**config.mk**
```make
export PLATFORM = sky130hd
export DESIGN_NAME = ident_bank
export DESIGN_NICKNAME = d
export VERILOG_FILES = /design/src/ident_pkg.sv /design/src/ident_word_pack.sv /design/src/ident_byte_pick.sv /design/src/ident_bank.sv
export SDC_FILE = /design/constraint.sdc
export NUM_CORES = 1
export LEC_CHECK = 0
export ABC_AREA = 1
export ABC_CLOCK_PERIOD_IN_PS = 1800
export BUFFER_PORTS_ARGS = -buffer_cell sky130_fd_sc_hd__buf_4
export CORE_MARGIN = 2
export CORE_UTILIZATION = 44
export DETAILED_ROUTE_END_ITERATION = 7
export PLACE_DENSITY = 0.85
export SKIP_CTS_REPAIR_TIMING = 1
export SLEW_MARGIN = 20
export SYNTH_ARGS = -nofsm -noshare
export SYNTH_HDL_FRONTEND = slang
export SYNTH_SLANG_ARGS = --single-unit
```
**constraint.sdc**
```tcl
create_clock -name ref_clk -period 1.8 [get_ports ref_clk]
set_input_delay 0.09 -clock ref_clk [delete_from_list [all_inputs] [get_ports ref_clk]]
set_output_delay 0.09 -clock ref_clk [all_outputs]
set_load 0.05 [all_outputs]
```
**src/ident_pkg.sv**
```systemverilog
/*
  Constants shared by the identification register bank: register
  offsets, field positions, fixed configuration codes and reset values.
  Assumes a 12-bit APB byte address with every register on a word.
*/
package ident_pkg;

  // byte addresses of the identification registers
  localparam logic [11:0] OFF_IDENT_PRODUCT_LOW       = 12'hFE0;
  localparam logic [11:0] OFF_IDENT_MAKER_PRODUCT_HIGH = 12'hFE4;
  localparam logic [11:0] OFF_IDENT_REVISION_MAKER_HIGH = 12'hFE8;
  localparam logic [11:0] OFF_IDENT_BUILD_OPTIONS      = 12'hFEC;
  localparam logic [11:0] OFF_CELL_IDENT_BYTE0         = 12'hFF0;
  localparam logic [11:0] OFF_CELL_IDENT_BYTE1         = 12'hFF4;
  localparam logic [11:0] OFF_CELL_IDENT_BYTE2         = 12'hFF8;
  localparam logic [11:0] OFF_CELL_IDENT_BYTE3         = 12'hFFC;

  // bank control and status words
  localparam logic [11:0] OFF_BANK_CONTROL = 12'hFD0;
  localparam logic [11:0] OFF_BANK_STATUS  = 12'hFD4;

  // combined identifier field positions
  localparam int PRODUCT_LSB  = 0;
  localparam int MAKER_LSB    = 12;
  localparam int REVISION_LSB = 20;
  localparam int OPTIONS_LSB  = 24;

  // build option byte layout
  localparam int OPT_REQ_BIT     = 7;
  localparam int OPT_WIDTH_LSB   = 4;
  localparam int OPT_MASTERS_BIT = 3;
  localparam int OPT_CHAN_LSB    = 0;

  // fixed build option codes of this controller, and the largest width and channel encodings
  localparam logic       REQ_CODE_16      = 1'h0;
  localparam logic [2:0] WIDTH_CODE_32    = 3'h0;
  localparam logic       MASTERS_CODE_TWO = 1'h1;
  localparam logic [2:0] WIDTH_CODE_MAX   = 3'h5;
  localparam logic [2:0] CHAN_CODE_MAX    = 3'h4;

  // control word bits
  localparam int CTRL_STRICT_BIT = 0;
  localparam int CTRL_CLEAR_BIT  = 1;

  // values after reset, and the count ceiling
  localparam logic       STRICT_RESET = 1'h0;
  localparam logic [7:0] COUNT_RESET  = 8'h00;
  localparam logic [7:0] COUNT_MAX    = 8'hFF;

  // bus answer phases
  typedef enum logic {
    PHASE_IDLE,
    PHASE_ANSWER
  } bus_phase_type;

endpackage

```
**src/ident_word_pack.sv**
```systemverilog
/*
  Assembles the combined 32-bit peripheral identifier from its fields.
  Purely combinational; the parent supplies constant codes.
*/
`timescale 1ns/1ps
module ident_word_pack
  import ident_pkg::*;
#(
  parameter logic [11:0] PRODUCT_CODE = 12'h3A5,
  parameter logic [7:0]  MAKER_CODE   = 8'h6C,
  parameter logic [3:0]  REVISION     = 4'h2,
  parameter logic [2:0]  CHAN_CODE    = 3'h1
) (
  // combined identifier
  output wire logic [31:0] ident_word
);

  logic [7:0] options;

  // build options byte, fixed by this build
  assign options[OPT_REQ_BIT]                    = REQ_CODE_16;
  assign options[OPT_WIDTH_LSB +: 3]             = WIDTH_CODE_32;
  assign options[OPT_MASTERS_BIT]                = MASTERS_CODE_TWO;
  assign options[OPT_CHAN_LSB +: 3]              = CHAN_CODE;

  // field packing into the conceptual word
  assign ident_word[PRODUCT_LSB +: 12]  = PRODUCT_CODE;
  assign ident_word[MAKER_LSB +: 8]     = MAKER_CODE;
  assign ident_word[REVISION_LSB +: 4]  = REVISION;
  assign ident_word[OPTIONS_LSB +: 8]   = options;

endmodule

```
**src/ident_byte_pick.sv**
```systemverilog
/*
  Decodes one group of four consecutive identification byte registers
  and picks the byte of the group word that the address names.
  Assumes a group base aligned to sixteen bytes.
*/
`timescale 1ns/1ps
module ident_byte_pick #(
  parameter logic [11:0] BASE = 12'hFE0
) (
  // request address and group word
  input  wire logic [11:0] addr,
  input  wire logic [31:0] word,
  // decode result
  output wire logic        hit,
  output wire logic [7:0]  byte_out
);

  // group spans sixteen bytes, only word-aligned addresses match
  assign hit      = (addr[11:4] == BASE[11:4]) && (addr[1:0] == 2'h0);
  // register n returns bits 8n+7:8n
  assign byte_out = word[{addr[3:2], 3'h0} +: 8];

endmodule

```
**src/ident_bank.sv**
```systemverilog
/*
  Identification register bank of the DMA controller with an APB slave.
  Holds the peripheral and cell identification bytes, plus a control
  word and a status word that counts writes aimed at the fixed bytes.
  Assumes APB signals come from logic on ref_clk; no synchroniser.
*/
`timescale 1ns/1ps
module ident_bank
  import ident_pkg::*;
#(
  parameter logic [11:0] PRODUCT_CODE = 12'h3A5,        // arbitrary value
  parameter logic [7:0]  MAKER_CODE   = 8'h6C,          // arbitrary value
  parameter logic [3:0]  REVISION     = 4'h2,           // arbitrary value
  parameter logic [31:0] CELL_IDENT   = 32'h5AC3_9E17,  // arbitrary value
  parameter logic [2:0]  CHAN_CODE    = 3'h1
) (
  // clock and reset
  input  wire logic        ref_clk,
  input  wire logic        reset,
  // apb request
  input  wire logic [11:0] paddr,
  input  wire logic        psel,
  input  wire logic        penable,
  input  wire logic        pwrite,
  input  wire logic [31:0] pwdata,
  input  wire logic [3:0]  pstrb,
  // apb answer
  output logic      [31:0] prdata,
  output logic             pready,
  output logic             pslverr
);

  // configuration codes the encodings cannot express
  if (CHAN_CODE > CHAN_CODE_MAX) begin : bad_chan_code
    $error("channel code above the largest encoding");
  end
  if (WIDTH_CODE_32 > WIDTH_CODE_MAX) begin : bad_width_code
    $error("bus width code above the largest encoding");
  end

  logic [31:0]   periph_word;
  logic [31:0]   cell_word;
  logic          periph_hit;
  logic          cell_hit;
  logic [7:0]    periph_byte;
  logic [7:0]    cell_byte;
  logic          ctrl_hit;
  logic          stat_hit;
  logic          ident_hit;
  logic          mapped;
  logic          setup_phase;
  logic          access_done;
  logic [31:0]   rd_next;
  logic          err_next;
  logic [31:0]   prdata_reg;
  logic          pready_reg;
  logic          pslverr_reg;
  bus_phase_type phase_reg;
  bus_phase_type phase_next;
  logic          wr_ctrl_reg;
  logic          wr_ident_reg;
  logic          strict_reg;
  logic [7:0]    count_reg;
  logic [7:0]    count_next;
  logic          ctrl_write;
  logic          ident_write;

  // fixed identifier words, no storage behind them
  ident_word_pack #(
    .PRODUCT_CODE (PRODUCT_CODE),
    .MAKER_CODE   (MAKER_CODE),
    .REVISION     (REVISION),
    .CHAN_CODE    (CHAN_CODE)
  ) u_word_pack (
    .ident_word (periph_word)
  );

  assign cell_word = CELL_IDENT;

  // peripheral identification bytes
  ident_byte_pick #(
    .BASE (OFF_IDENT_PRODUCT_LOW)
  ) u_periph_pick (
    .addr     (paddr),
    .word     (periph_word),
    .hit      (periph_hit),
    .byte_out (periph_byte)
  );

  // cell identification bytes
  ident_byte_pick #(
    .BASE (OFF_CELL_IDENT_BYTE0)
  ) u_cell_pick (
    .addr     (paddr),
    .word     (cell_word),
    .hit      (cell_hit),
    .byte_out (cell_byte)
  );

  // address decode, taken in the setup cycle
  assign ctrl_hit    = (paddr == OFF_BANK_CONTROL);
  assign stat_hit    = (paddr == OFF_BANK_STATUS);
  assign ident_hit   = periph_hit || cell_hit;
  assign mapped      = ident_hit || ctrl_hit || stat_hit;
  assign setup_phase = psel && !penable;
  assign access_done = psel && penable && pready_reg;

  // read data of the addressed word, bytes zero-extended
  always_comb begin
    rd_next = 32'h0000_0000;
    if (pwrite) begin
      rd_next = 32'h0000_0000;
    end else if (periph_hit) begin
      rd_next = {24'h00_0000, periph_byte};
    end else if (cell_hit) begin
      rd_next = {24'h00_0000, cell_byte};
    end else if (ctrl_hit) begin
      rd_next[CTRL_STRICT_BIT] = strict_reg;
    end else if (stat_hit) begin
      rd_next[7:0] = count_reg;
    end
  end

  // unmapped words fail; fixed bytes refuse writes only in strict mode
  assign err_next = !mapped || (pwrite && ident_hit && strict_reg);

  // answer phase sequencing
  always_comb begin
    case (phase_reg)
      PHASE_IDLE: begin
        phase_next = setup_phase ? PHASE_ANSWER : PHASE_IDLE;
      end
      PHASE_ANSWER: begin
        phase_next = PHASE_IDLE;
      end
      default: begin
        phase_next = PHASE_IDLE;
      end
    endcase
  end

  always_ff @(posedge ref_clk or posedge reset) begin
    if (reset) begin
      phase_reg <= PHASE_IDLE;
    end else begin
      phase_reg <= phase_next;
    end
  end

  // zero wait states: ready with data in the first access cycle
  always_ff @(posedge ref_clk or posedge reset) begin
    if (reset) begin
      pready_reg  <= 1'b0;
      pslverr_reg <= 1'b0;
      prdata_reg  <= 32'h0000_0000;
    end else if (phase_reg == PHASE_IDLE && setup_phase) begin
      pready_reg  <= 1'b1;
      pslverr_reg <= err_next;
      prdata_reg  <= err_next ? 32'h0000_0000 : rd_next;
    end else begin
      pready_reg  <= 1'b0;
      pslverr_reg <= 1'b0;
      prdata_reg  <= 32'h0000_0000;
    end
  end

  // write target kept from setup so decode glitches cannot retarget
  always_ff @(posedge ref_clk or posedge reset) begin
    if (reset) begin
      wr_ctrl_reg  <= 1'b0;
      wr_ident_reg <= 1'b0;
    end else if (setup_phase) begin
      wr_ctrl_reg  <= pwrite && ctrl_hit;
      wr_ident_reg <= pwrite && ident_hit;
    end
  end

  assign ctrl_write  = access_done && wr_ctrl_reg && pstrb[0];
  assign ident_write = access_done && wr_ident_reg;

  // strict mode bit, the only software-held state
  always_ff @(posedge ref_clk or posedge reset) begin
    if (reset) begin
      strict_reg <= STRICT_RESET;
    end else if (ctrl_write) begin
      strict_reg <= pwdata[CTRL_STRICT_BIT];
    end
  end

  // saturating count of writes aimed at the fixed bytes
  always_comb begin
    count_next = count_reg;
    if (ident_write) begin
      if (count_reg != COUNT_MAX) begin
        count_next = count_reg + 8'h01;
      end
    end else if (ctrl_write && pwdata[CTRL_CLEAR_BIT]) begin
      count_next = COUNT_RESET;
    end
  end

  // the write itself never reaches the identifier words
  always_ff @(posedge ref_clk or posedge reset) begin
    if (reset) begin
      count_reg <= COUNT_RESET;
    end else begin
      count_reg <= count_next;
    end
  end

  // outputs straight from flip-flops
  assign prdata  = prdata_reg;
  assign pready  = pready_reg;
  assign pslverr = pslverr_reg;

  // checking helpers: which byte and group the last setup named
  logic [1:0] sel_reg;
  logic       periph_rd_reg;
  logic       cell_rd_reg;

  always_ff @(posedge ref_clk or posedge reset) begin
    if (reset) begin
      sel_reg       <= 2'h0;
      periph_rd_reg <= 1'b0;
      cell_rd_reg   <= 1'b0;
    end else begin
      sel_reg       <= paddr[3:2];
      periph_rd_reg <= setup_phase && !pwrite && periph_hit;
      cell_rd_reg   <= setup_phase && !pwrite && cell_hit;
    end
  end
endmodule

```
**Word level (Yosys, flattened, before mapping)**

Index checks and enable logic that the tools add are counted.

- Add/sub/neg operators: 1
- Multiply operators: 0
- Divide/modulo/power cells: 0
- $lt $le $gt $ge: 0
- Equal/unequal tests: 6
- Shift operators: 2
- Mux-type cells: 15
- Bitwise operators: 1
- Reduce and logical (&&, ||, !) cells: 22

Operator list:

| kind | count |
|---|---|
| two-way mux 32 bit | 2 |
| indexed part select 32 x 6 -> 8 bit, first input constant | 2 |
| two-way mux 8 bit | 7 |
| equality test 12 bit, second input constant | 2 |
| equality test 8 bit, second input constant | 2 |
| logical AND 1 bit | 13 |
| adder 8 x 1 -> 8 bit, second input constant | 1 |
| != test 8 bit, second input constant | 1 |
| two-way mux 7 bit | 1 |
| logical OR 1 bit | 4 |
| two-way mux 1 bit | 4 |
| zero test 1 bit | 2 |
| zero test 2 bit | 1 |
| != test 2 x 1 -> 1 bit, second input constant | 1 |
| case mux 1 bit (2 select lines) | 1 |
| AND reduction 2 bit | 1 |
| nonzero test 2 bit | 1 |
| inverter 1 bit | 1 |

- Bits in registers: 46
- Latch bits: 0
- RAM bits: 0
- Bits in read-only memories: 0
- Bits of input ports: 53
- Output and inout bits: 34
- Logic and storage cells: 55
- Memories: 0

**Depth between registers and ports, before layout**

Gate-level depths: netlist of the first run.

- Depth in word-level cells: 9
- Mapped depth: 10
- Gate-level depth less buffers: 10

**Cells and area by module**

From an unflattened synthesis of the first run, not the netlist that was laid out.

- Cells, all modules: 444
- Area, all modules: 2,582.5 um^2

Modules (own cells, without submodules):

| module | times used | cells each | area an instance (um^2) | seq. area each (um^2) |
|---|---|---|---|---|
| ident_bank | 1 | 204 | 1,473.9 | 525.5 |
| ident_byte_pick | 2 | 103 | 430.4 | 0.0 |
| ident_word_pack | 1 | 34 | 247.7 | 0.0 |

**Worst setup path before layout of the first run**

Ideal clock, no wire load.

- Kind: reg-to-reg
- From: register phase_reg (netlist name)
- To: register count_reg[7]
- Setup time: 0.076 ns
- Data arrival time: 1.459 ns
- Data required time: 1.724 ns
- Slack: 0.264 ns
- Cell stages (with the launch flop): 7
- Path buffers: 0
- Period minus slack after synthesis: 1.536 ns
- Cell sequence: dfrtp_1 nand3_1 nor2_1 o21ai_4 inv_1 nand2_1 o21ai_1

RTL lines:

| what | line | text |
|---|---|---|
| end signal, assigned | ident_bank.sv:207 | `count_reg <= count_next;` |
| end, declared | ident_bank.sv:63 | `logic [7:0] count_reg;` |

**Worst setup path in the final report of the first run**

- From: register count_reg[0]
- To: register count_reg[7]

- Cells in the longest elaborated chain, start to end: 3
- Elaborated cells on any way between the ends: 6
- Those cells by class: add/sub: 1; eq/ne: 2; mux: 2; reduce/logical: 1

RTL lines:

| what | line |
|---|---|
| adder 8 x 1 -> 8 bit / != test 8 bit (equally long branches) | ident_bank.sv:195, ident_bank.sv:194 |
| two-way mux 8 bit / != test 2 x 1 -> 1 bit (equally long branches) | - |
| two-way mux 8 bit / AND reduction 2 bit (equally long branches) | - |

Several ways; a longest one is shown, not always the timed one. The select of a mux whose other input is x is not followed.
A chain may end at the register's enable or synchronous reset.

==> results of run 1 <==
-- final timing paths --
path                              start      endpoint  slack [ns]  cells past startpoint
min in group asynchronous         reset  count_reg[4]        0.48                      3
max in group asynchronous         reset     prdata[5]        0.83                      3
max                        count_reg[0]  count_reg[7]        0.15                      8
min                              pwrite   wr_ctrl_reg        0.09                      3
min reg2reg                 wr_ctrl_reg   wr_ctrl_reg        0.51                      2
max reg2reg                count_reg[0]  count_reg[7]        0.15                      8
-- synth_stat cells, types with 2 or more instances --
library cell	instances	area (um2)
a21oi_1	2	10.01
nand2_2	3	18.77
nor2_2	2	12.51
ha_1	5	62.56
nor2_4	4	45.04
buf_4	24	180.2
nor3_2	2	20.02
o31ai_1	2	15.01
nand3_1	21	105.1
o21ai_0	8	40.04
nor2_1	24	90.09
xor2_1	5	43.79
nand4_1	6	37.54
nand2_1	34	127.6
o21ai_1	4	20.02
dfrtp_1	21	525.5
inv_1	23	86.33
nand3_2	2	20.02
-- worst register-to-register path: stages (launching register included) --
cell	delay [ns]
dfrtp_1	0.43
ha_1	0.22
nand2_2	0.06
nor2_2	0.17
nand4_2	0.15
o21ai_4	0.26
inv_1	0.11
nand2_1	0.08
o21ai_1	0.05
-- power by group --
group	internal, W	leakage, nW	total [W]	switching (W)
Combinational	0.0000445	0.599	0.000218	0.000173
Clock	0.0000861	0.0150	0.000220	0.000133
Sequential	0.000474	0.276	0.000477	0.00000300
-- cells by family (layout without fill, tap and decap cells) --
kind of cell / Yosys count / count (layout) / synth area share (%)
buffers and inverters: 48 / 59 / 17.38
other: 1 / 24 / 0.2411
flip-flops: 21 / 21 / 33.79
AND/OR/NAND/NOR: 102 / 102 / 33.63
AO/OA/AOI/OAI: 19 / 19 / 7.402
XOR/XNOR: 5 / 5 / 2.816
multiplexers: 1 / 1 / 0.7240
adder cells (fa/ha/maj): 5 / 5 / 4.023
-- metal layers --
layer	share of wire (%)	wire length [um]
met2	49	1476
met1	41	1218
met3	7.7	231
met5	0	0
met4	2.3	68
-- through the flow --
stage               cells  hold WS (ns)  total power [W]  utilization (%)
detailed placement    276        0.2731        0.0006999            51.64
floorplan             225       0.06653        0.0006894                -
global route          282       0.06926        0.0009750            53.01
finish                282       0.08771        0.0009144            53.01
global placement      276        0.2697        0.0006966            51.64
CTS                   280      -0.04972        0.0009149            52.42
-- cell type report --
cell class	instances	share of cell area, %
clock buffer	4	1.474
multi-input combinational	156	47.44
timing repair buffer	31	13.33
tap	46	3.228
inverter	24	5.053
sequential	21	29.47
==> run_results.csv, run 1 <==
group,metric,value,unit
timing,rsz0062_at_grt,"false",
global_route,grt_usage,16.04,%
finish,final_cell_mix,"nand2_1 (34), buf_4 (29), nor2_1 (24), conb_1 (24), inv_1 (23)",
setup_path,crit_required,1.98,ns
timing,finalCritPeriodShare,91.74,%
finish,final_common_cell,"nand2_1",
synth,async_reset_ff_share,100.0,%
power,power_leakage,0.8906,nW
synth,synth_edf_count,0,
finish,final_nets,295,
finish,final_area,0.001783,mm2
clocking,cts_root_buf,"clkbuf_4",
setup_path,critPathLaunchType,"flip-flop",
finish,synthToLayoutAreaGrowth,14.64,%
finish,drive_gt1_share,21.61,%
detailed_routing,post_drt_wl_per_cell,10.62,um
place,gp_congestion,0.9686,
timing,slew_headroom,48.68,%
synth,synth-seq-cells,21,
synth,synth-warning-count,0,
global_route,grt_remaining_overflow,0,
setup_path,worstPathCellList,"ha_1, nand2_2, nor2_2, nand4_2, o21ai_4, inv_1, nand2_1, o21ai_1",
clocking,cts_buffer_depth,2,
detailed_routing,dr.pass1.iters,5,
setup_path,critPathKind,"reg2reg",
global_route,antenna_found_initial,0,
clocking,cts.sinks,21,
finish,insertedDiodeCount,0,
finish,final-seq-area,525.5,um2
timing,max_freq,605.6,MHz
clocking,cts_tree,"done",
synth,synth_cells,202,
setup_path,path_buf_inv,1,
global_route,grt_first_pass_wirelength,5.085,mm
detailed_routing,vias_per_cell,4.677,
outcome,status,"complete, no violations",
detailed_routing,drt_iter0_drc,54,
place,placed_area,0.001737,mm2
floorplanning,start_util,46.24,%
finish,nFillCells,336,
finish,multiInputGateArea,845.8,um2
place,place_worst_setup_slack,0.1705,ns
worst_hold_path,hold_path.class,"in2reg",
global_route,grtUsageMet1,19.93,%
synth,synth_cell_types,28,
detailed_routing,drtAntennaViolNets,0,
global_route,grtUsageMet3,2.143,%
floorplanning,die_area,0.004026,mm2
setup_path,end_kind,"flip-flop",
timing,fin_crit,1.651,ns
setup_path,path_delay_family,"simple AND/OR/NAND/NOR gates",
setup_path,critPathSlowestCell,"dfrtp_1",
global_route,grt_use_met2,28.03,%
flow_run,max_cap_viol_count,0,
detailed_routing,drc_errors,0,
clocking,numCtsBuffers,3,
power,peakVddDrop,0.2549,mV
clocking,clk-insertion-delay-late,0.30,ns
synth,syn_avg_cell_area,7.699,um2
detailed_routing,routed_wl,2.995,mm
floorplanning,core_area,0.003363,mm2
detailed_routing,vias,1319,
synth,syn-cell-area,0.001555,mm2
floorplanning,ios,87,
timing,final.setup.worst_slack,0.1486,ns
clocking,clk_pin_slew,0.12,ns
timing,finalSetupViolCount,0,
timing,worst_slew_pin_slew,0.7690,ns
setup_path,critPathMaxStageDelay,0.43,ns
global_route,grt_pass1_vias,1188,
timing,slew_violations,0,
synth,synthFlopType,"dfrtp_1",
timing,clock_skew,0.008863,ns
floorplanning,die_w,63.45,um
global_route,grt_max_degree,22,
synth,yosysSeqAreaShare,33.79,%
floorplanning,core.rowCount,21,
setup_path,arrival,1.83,ns
place,portBuffers,29,
floorplanning,die_h,63.45,um
place,hpwlAfterDp,2.500,mm
clocking,htree_levels,1,
power,p_per_area,512.8,mW/mm2
timing,fin_setup_tns,0,ns
global_route,grt-busiest-layer,"met2",
setup_path,cp_max_fo,9,
timing,finalHoldViolCount,0,
Note: power is estimated with default switching activity, not from simulation.
==> run 2: changes to the inputs <==
Settings changed: CORE_MARGIN 2 to unset.
==> run 2 against run 1 <==
  * Worst setup slack improved by 0.016 ns
  * Total power decreased by 0.93%
  * Die area decreased by 6.2%
  * Register-to-register slack improved by 0.02 ns
  * Combinational power about the same
  * Sequential share of layout area decreased by 0.29 points
  * First-iteration DRC count decreased by 39%
  * Routed wire length increased by 1.6%
  * Fmax increased by 0.98%
==> run_results.csv, run 2 (synthesis results as in run 1) <==
group,metric,value,unit
clocking,cts_root_buf,"clkbuf_4",
timing,rsz0062_at_grt,"false",
floorplanning,core_area,0.003363,mm2
power,p_switching,0.0003025,W
clocking,cts.sinks,21,
clocking,clk-insertion-delay-late,0.29,ns
detailed_routing,vias,1318,
place,gp_congestion,0.9976,
global_route,grt_usage,18.45,%
timing,finalCritPeriodShare,90.85,%
place,portBuffers,29,
timing,max_freq,611.5,MHz
timing,finalHoldViolCount,0,
global_route,grt_max_degree,22,
setup_path,path_buf_inv,1,
power,swShare,33.39,%
power,clkPwrFrac,23.6,%
finish,synthToLayoutAreaGrowth,15.77,%
clocking,htree_levels,1,
timing,slew_headroom,48.69,%
power,combPwrFrac,23.7,%
clocking,cts_tree,"done",
timing,fin_setup_tns,0,ns
outcome,status,"complete, no violations",
detailed_routing,drc_errors,0,
detailed_routing,drtAntennaViolNets,0,
floorplanning,start_util,46.24,%
power,power_frac_seq,52.7,%
setup_path,end_kind,"flip-flop",
clocking,numCtsBuffers,3,
clocking,clk_pin_slew,0.11,ns
setup_path,crit_required,2.04,ns
floorplanning,core.rowCount,21,
setup_path,cp_max_fo,6,
finish,final_cell_mix,"nand2_1 (34), buf_4 (32), nor2_1 (24), conb_1 (24), inv_1 (23)",
detailed_routing,post_drt_wl_per_cell,10.67,um
setup_path,critPathKind,"reg2reg",
place,hpwlAfterDp,2.418,mm
global_route,grt_pass1_vias,1205,
power,power_leakage,0.9051,nW
power,internal-power,0.0006034,W
power,p_per_area,503.1,mW/mm2
worst_hold_path,hold_path.class,"in2reg",
finish,final_nets,298,
setup_path,critPathMaxStageDelay,0.42,ns
timing,finalSetupViolCount,0,
setup_path,critPathSlowestCell,"dfrtp_1",
global_route,grt_first_pass_wirelength,5.133,mm
global_route,grt_remaining_overflow,0,
detailed_routing,dr.pass1.iters,4,
flow_run,max_cap_viol_count,0,
setup_path,path_delay_family,"simple AND/OR/NAND/NOR gates",
setup_path,worstPathCellList,"ha_1, nand2_2, nor2_2, nand4_2, o21ai_4, clkbuf_2, nand3_1, nand2_1",
detailed_routing,drt_iter0_drc,33,
timing,slew_violations,0,
floorplanning,ios,87,
detailed_routing,routed_wl,3.042,mm
timing,fin_crit,1.635,ns
setup_path,critPathLaunchType,"flip-flop",
setup_path,r2r_setup_slack,0.16,ns
finish,final_common_cell,"nand2_1",
detailed_routing,vias_per_cell,4.625,
floorplanning,die_w,61.45,um
power,p_total,0.0009059,W
setup_path,arrival,1.87,ns
finish,insertedDiodeCount,0,
global_route,antenna_found_initial,0,
power,peakVddDrop,0.2389,mV
finish,drive_gt1_share,23.01,%
floorplanning,die_area,0.003776,mm2
clocking,cts_buffer_depth,2,
timing,worst_slew_pin_slew,0.7689,ns
timing,clock_skew,0.007101,ns
floorplanning,die_h,61.45,um
[run 2: cell types whose count changed in the layout (fill, tap and decap cells not counted)]
cell           delta
clkbuf_2          +1
buf_4             +3
dlygate4sd3_1     -1
[run 2: worst paths after layout]
kind | from | endpoint | cells past startpoint
hold / removal | pwdata[0] | strict_reg | 2
hold reg to reg | wr_ident_reg | wr_ident_reg | 2
max in group asynchronous | reset | prdata[2] | 3
setup reg to reg | count_reg[0] | count_reg[3] | 8
min in group asynchronous | reset | count_reg[4] | 3
setup / recovery | count_reg[0] | count_reg[3] | 8
[run 2: layer usage]
metal | share of wire, % | GRT usage (%) | vias to the layer above
li1 | - | - | 677
met1 | 43 | 23.55 | 591
met2 | 51 | 31.68 | 44
met3 | 4.2 | 1.891 | 6
met4 | 2.0 | 8.254 | 0
met5 | 0 | 0 | -
[run 2: area by class of cell]
type,count,area (um2)
Tap cell,46,57.56
Fill cell,343,1563
Timing Repair Buffer,34,255.2
Clock buffer,4,26.28
Sequential cell,21,525.5
Inverter,24,90.09
Multi-Input combinational cell,156,845.8
[run 2: power groups by stage]
stage               logic, W  clock network [W]  registers, W
finish              0.000215           0.000214      0.000477
global route        0.000231           0.000247      0.000478
CTS                 0.000213           0.000222      0.000477
detailed placement  0.000213                  0      0.000486
global placement    0.000210                  0      0.000486
floorplan           0.000195                  0      0.000495
[run 2: stage by stage]
step | cells | utilization [%] | hold WS [ns] | worst slack [ns] | area [um2]
after floorplan | 225 | - | 0.06653 | 0.2641 | 1642
after global placement | 276 | 51.64 | 0.2665 | 0.2274 | 1737
after detailed placement | 276 | 51.64 | 0.2741 | 0.1764 | 1737
after CTS | 280 | 52.42 | -0.04834 | 0.1244 | 1763
after global routing | 285 | 53.53 | 0.01369 | 0.01938 | 1800
final | 285 | 53.53 | 0.02953 | 0.1647 | 1800
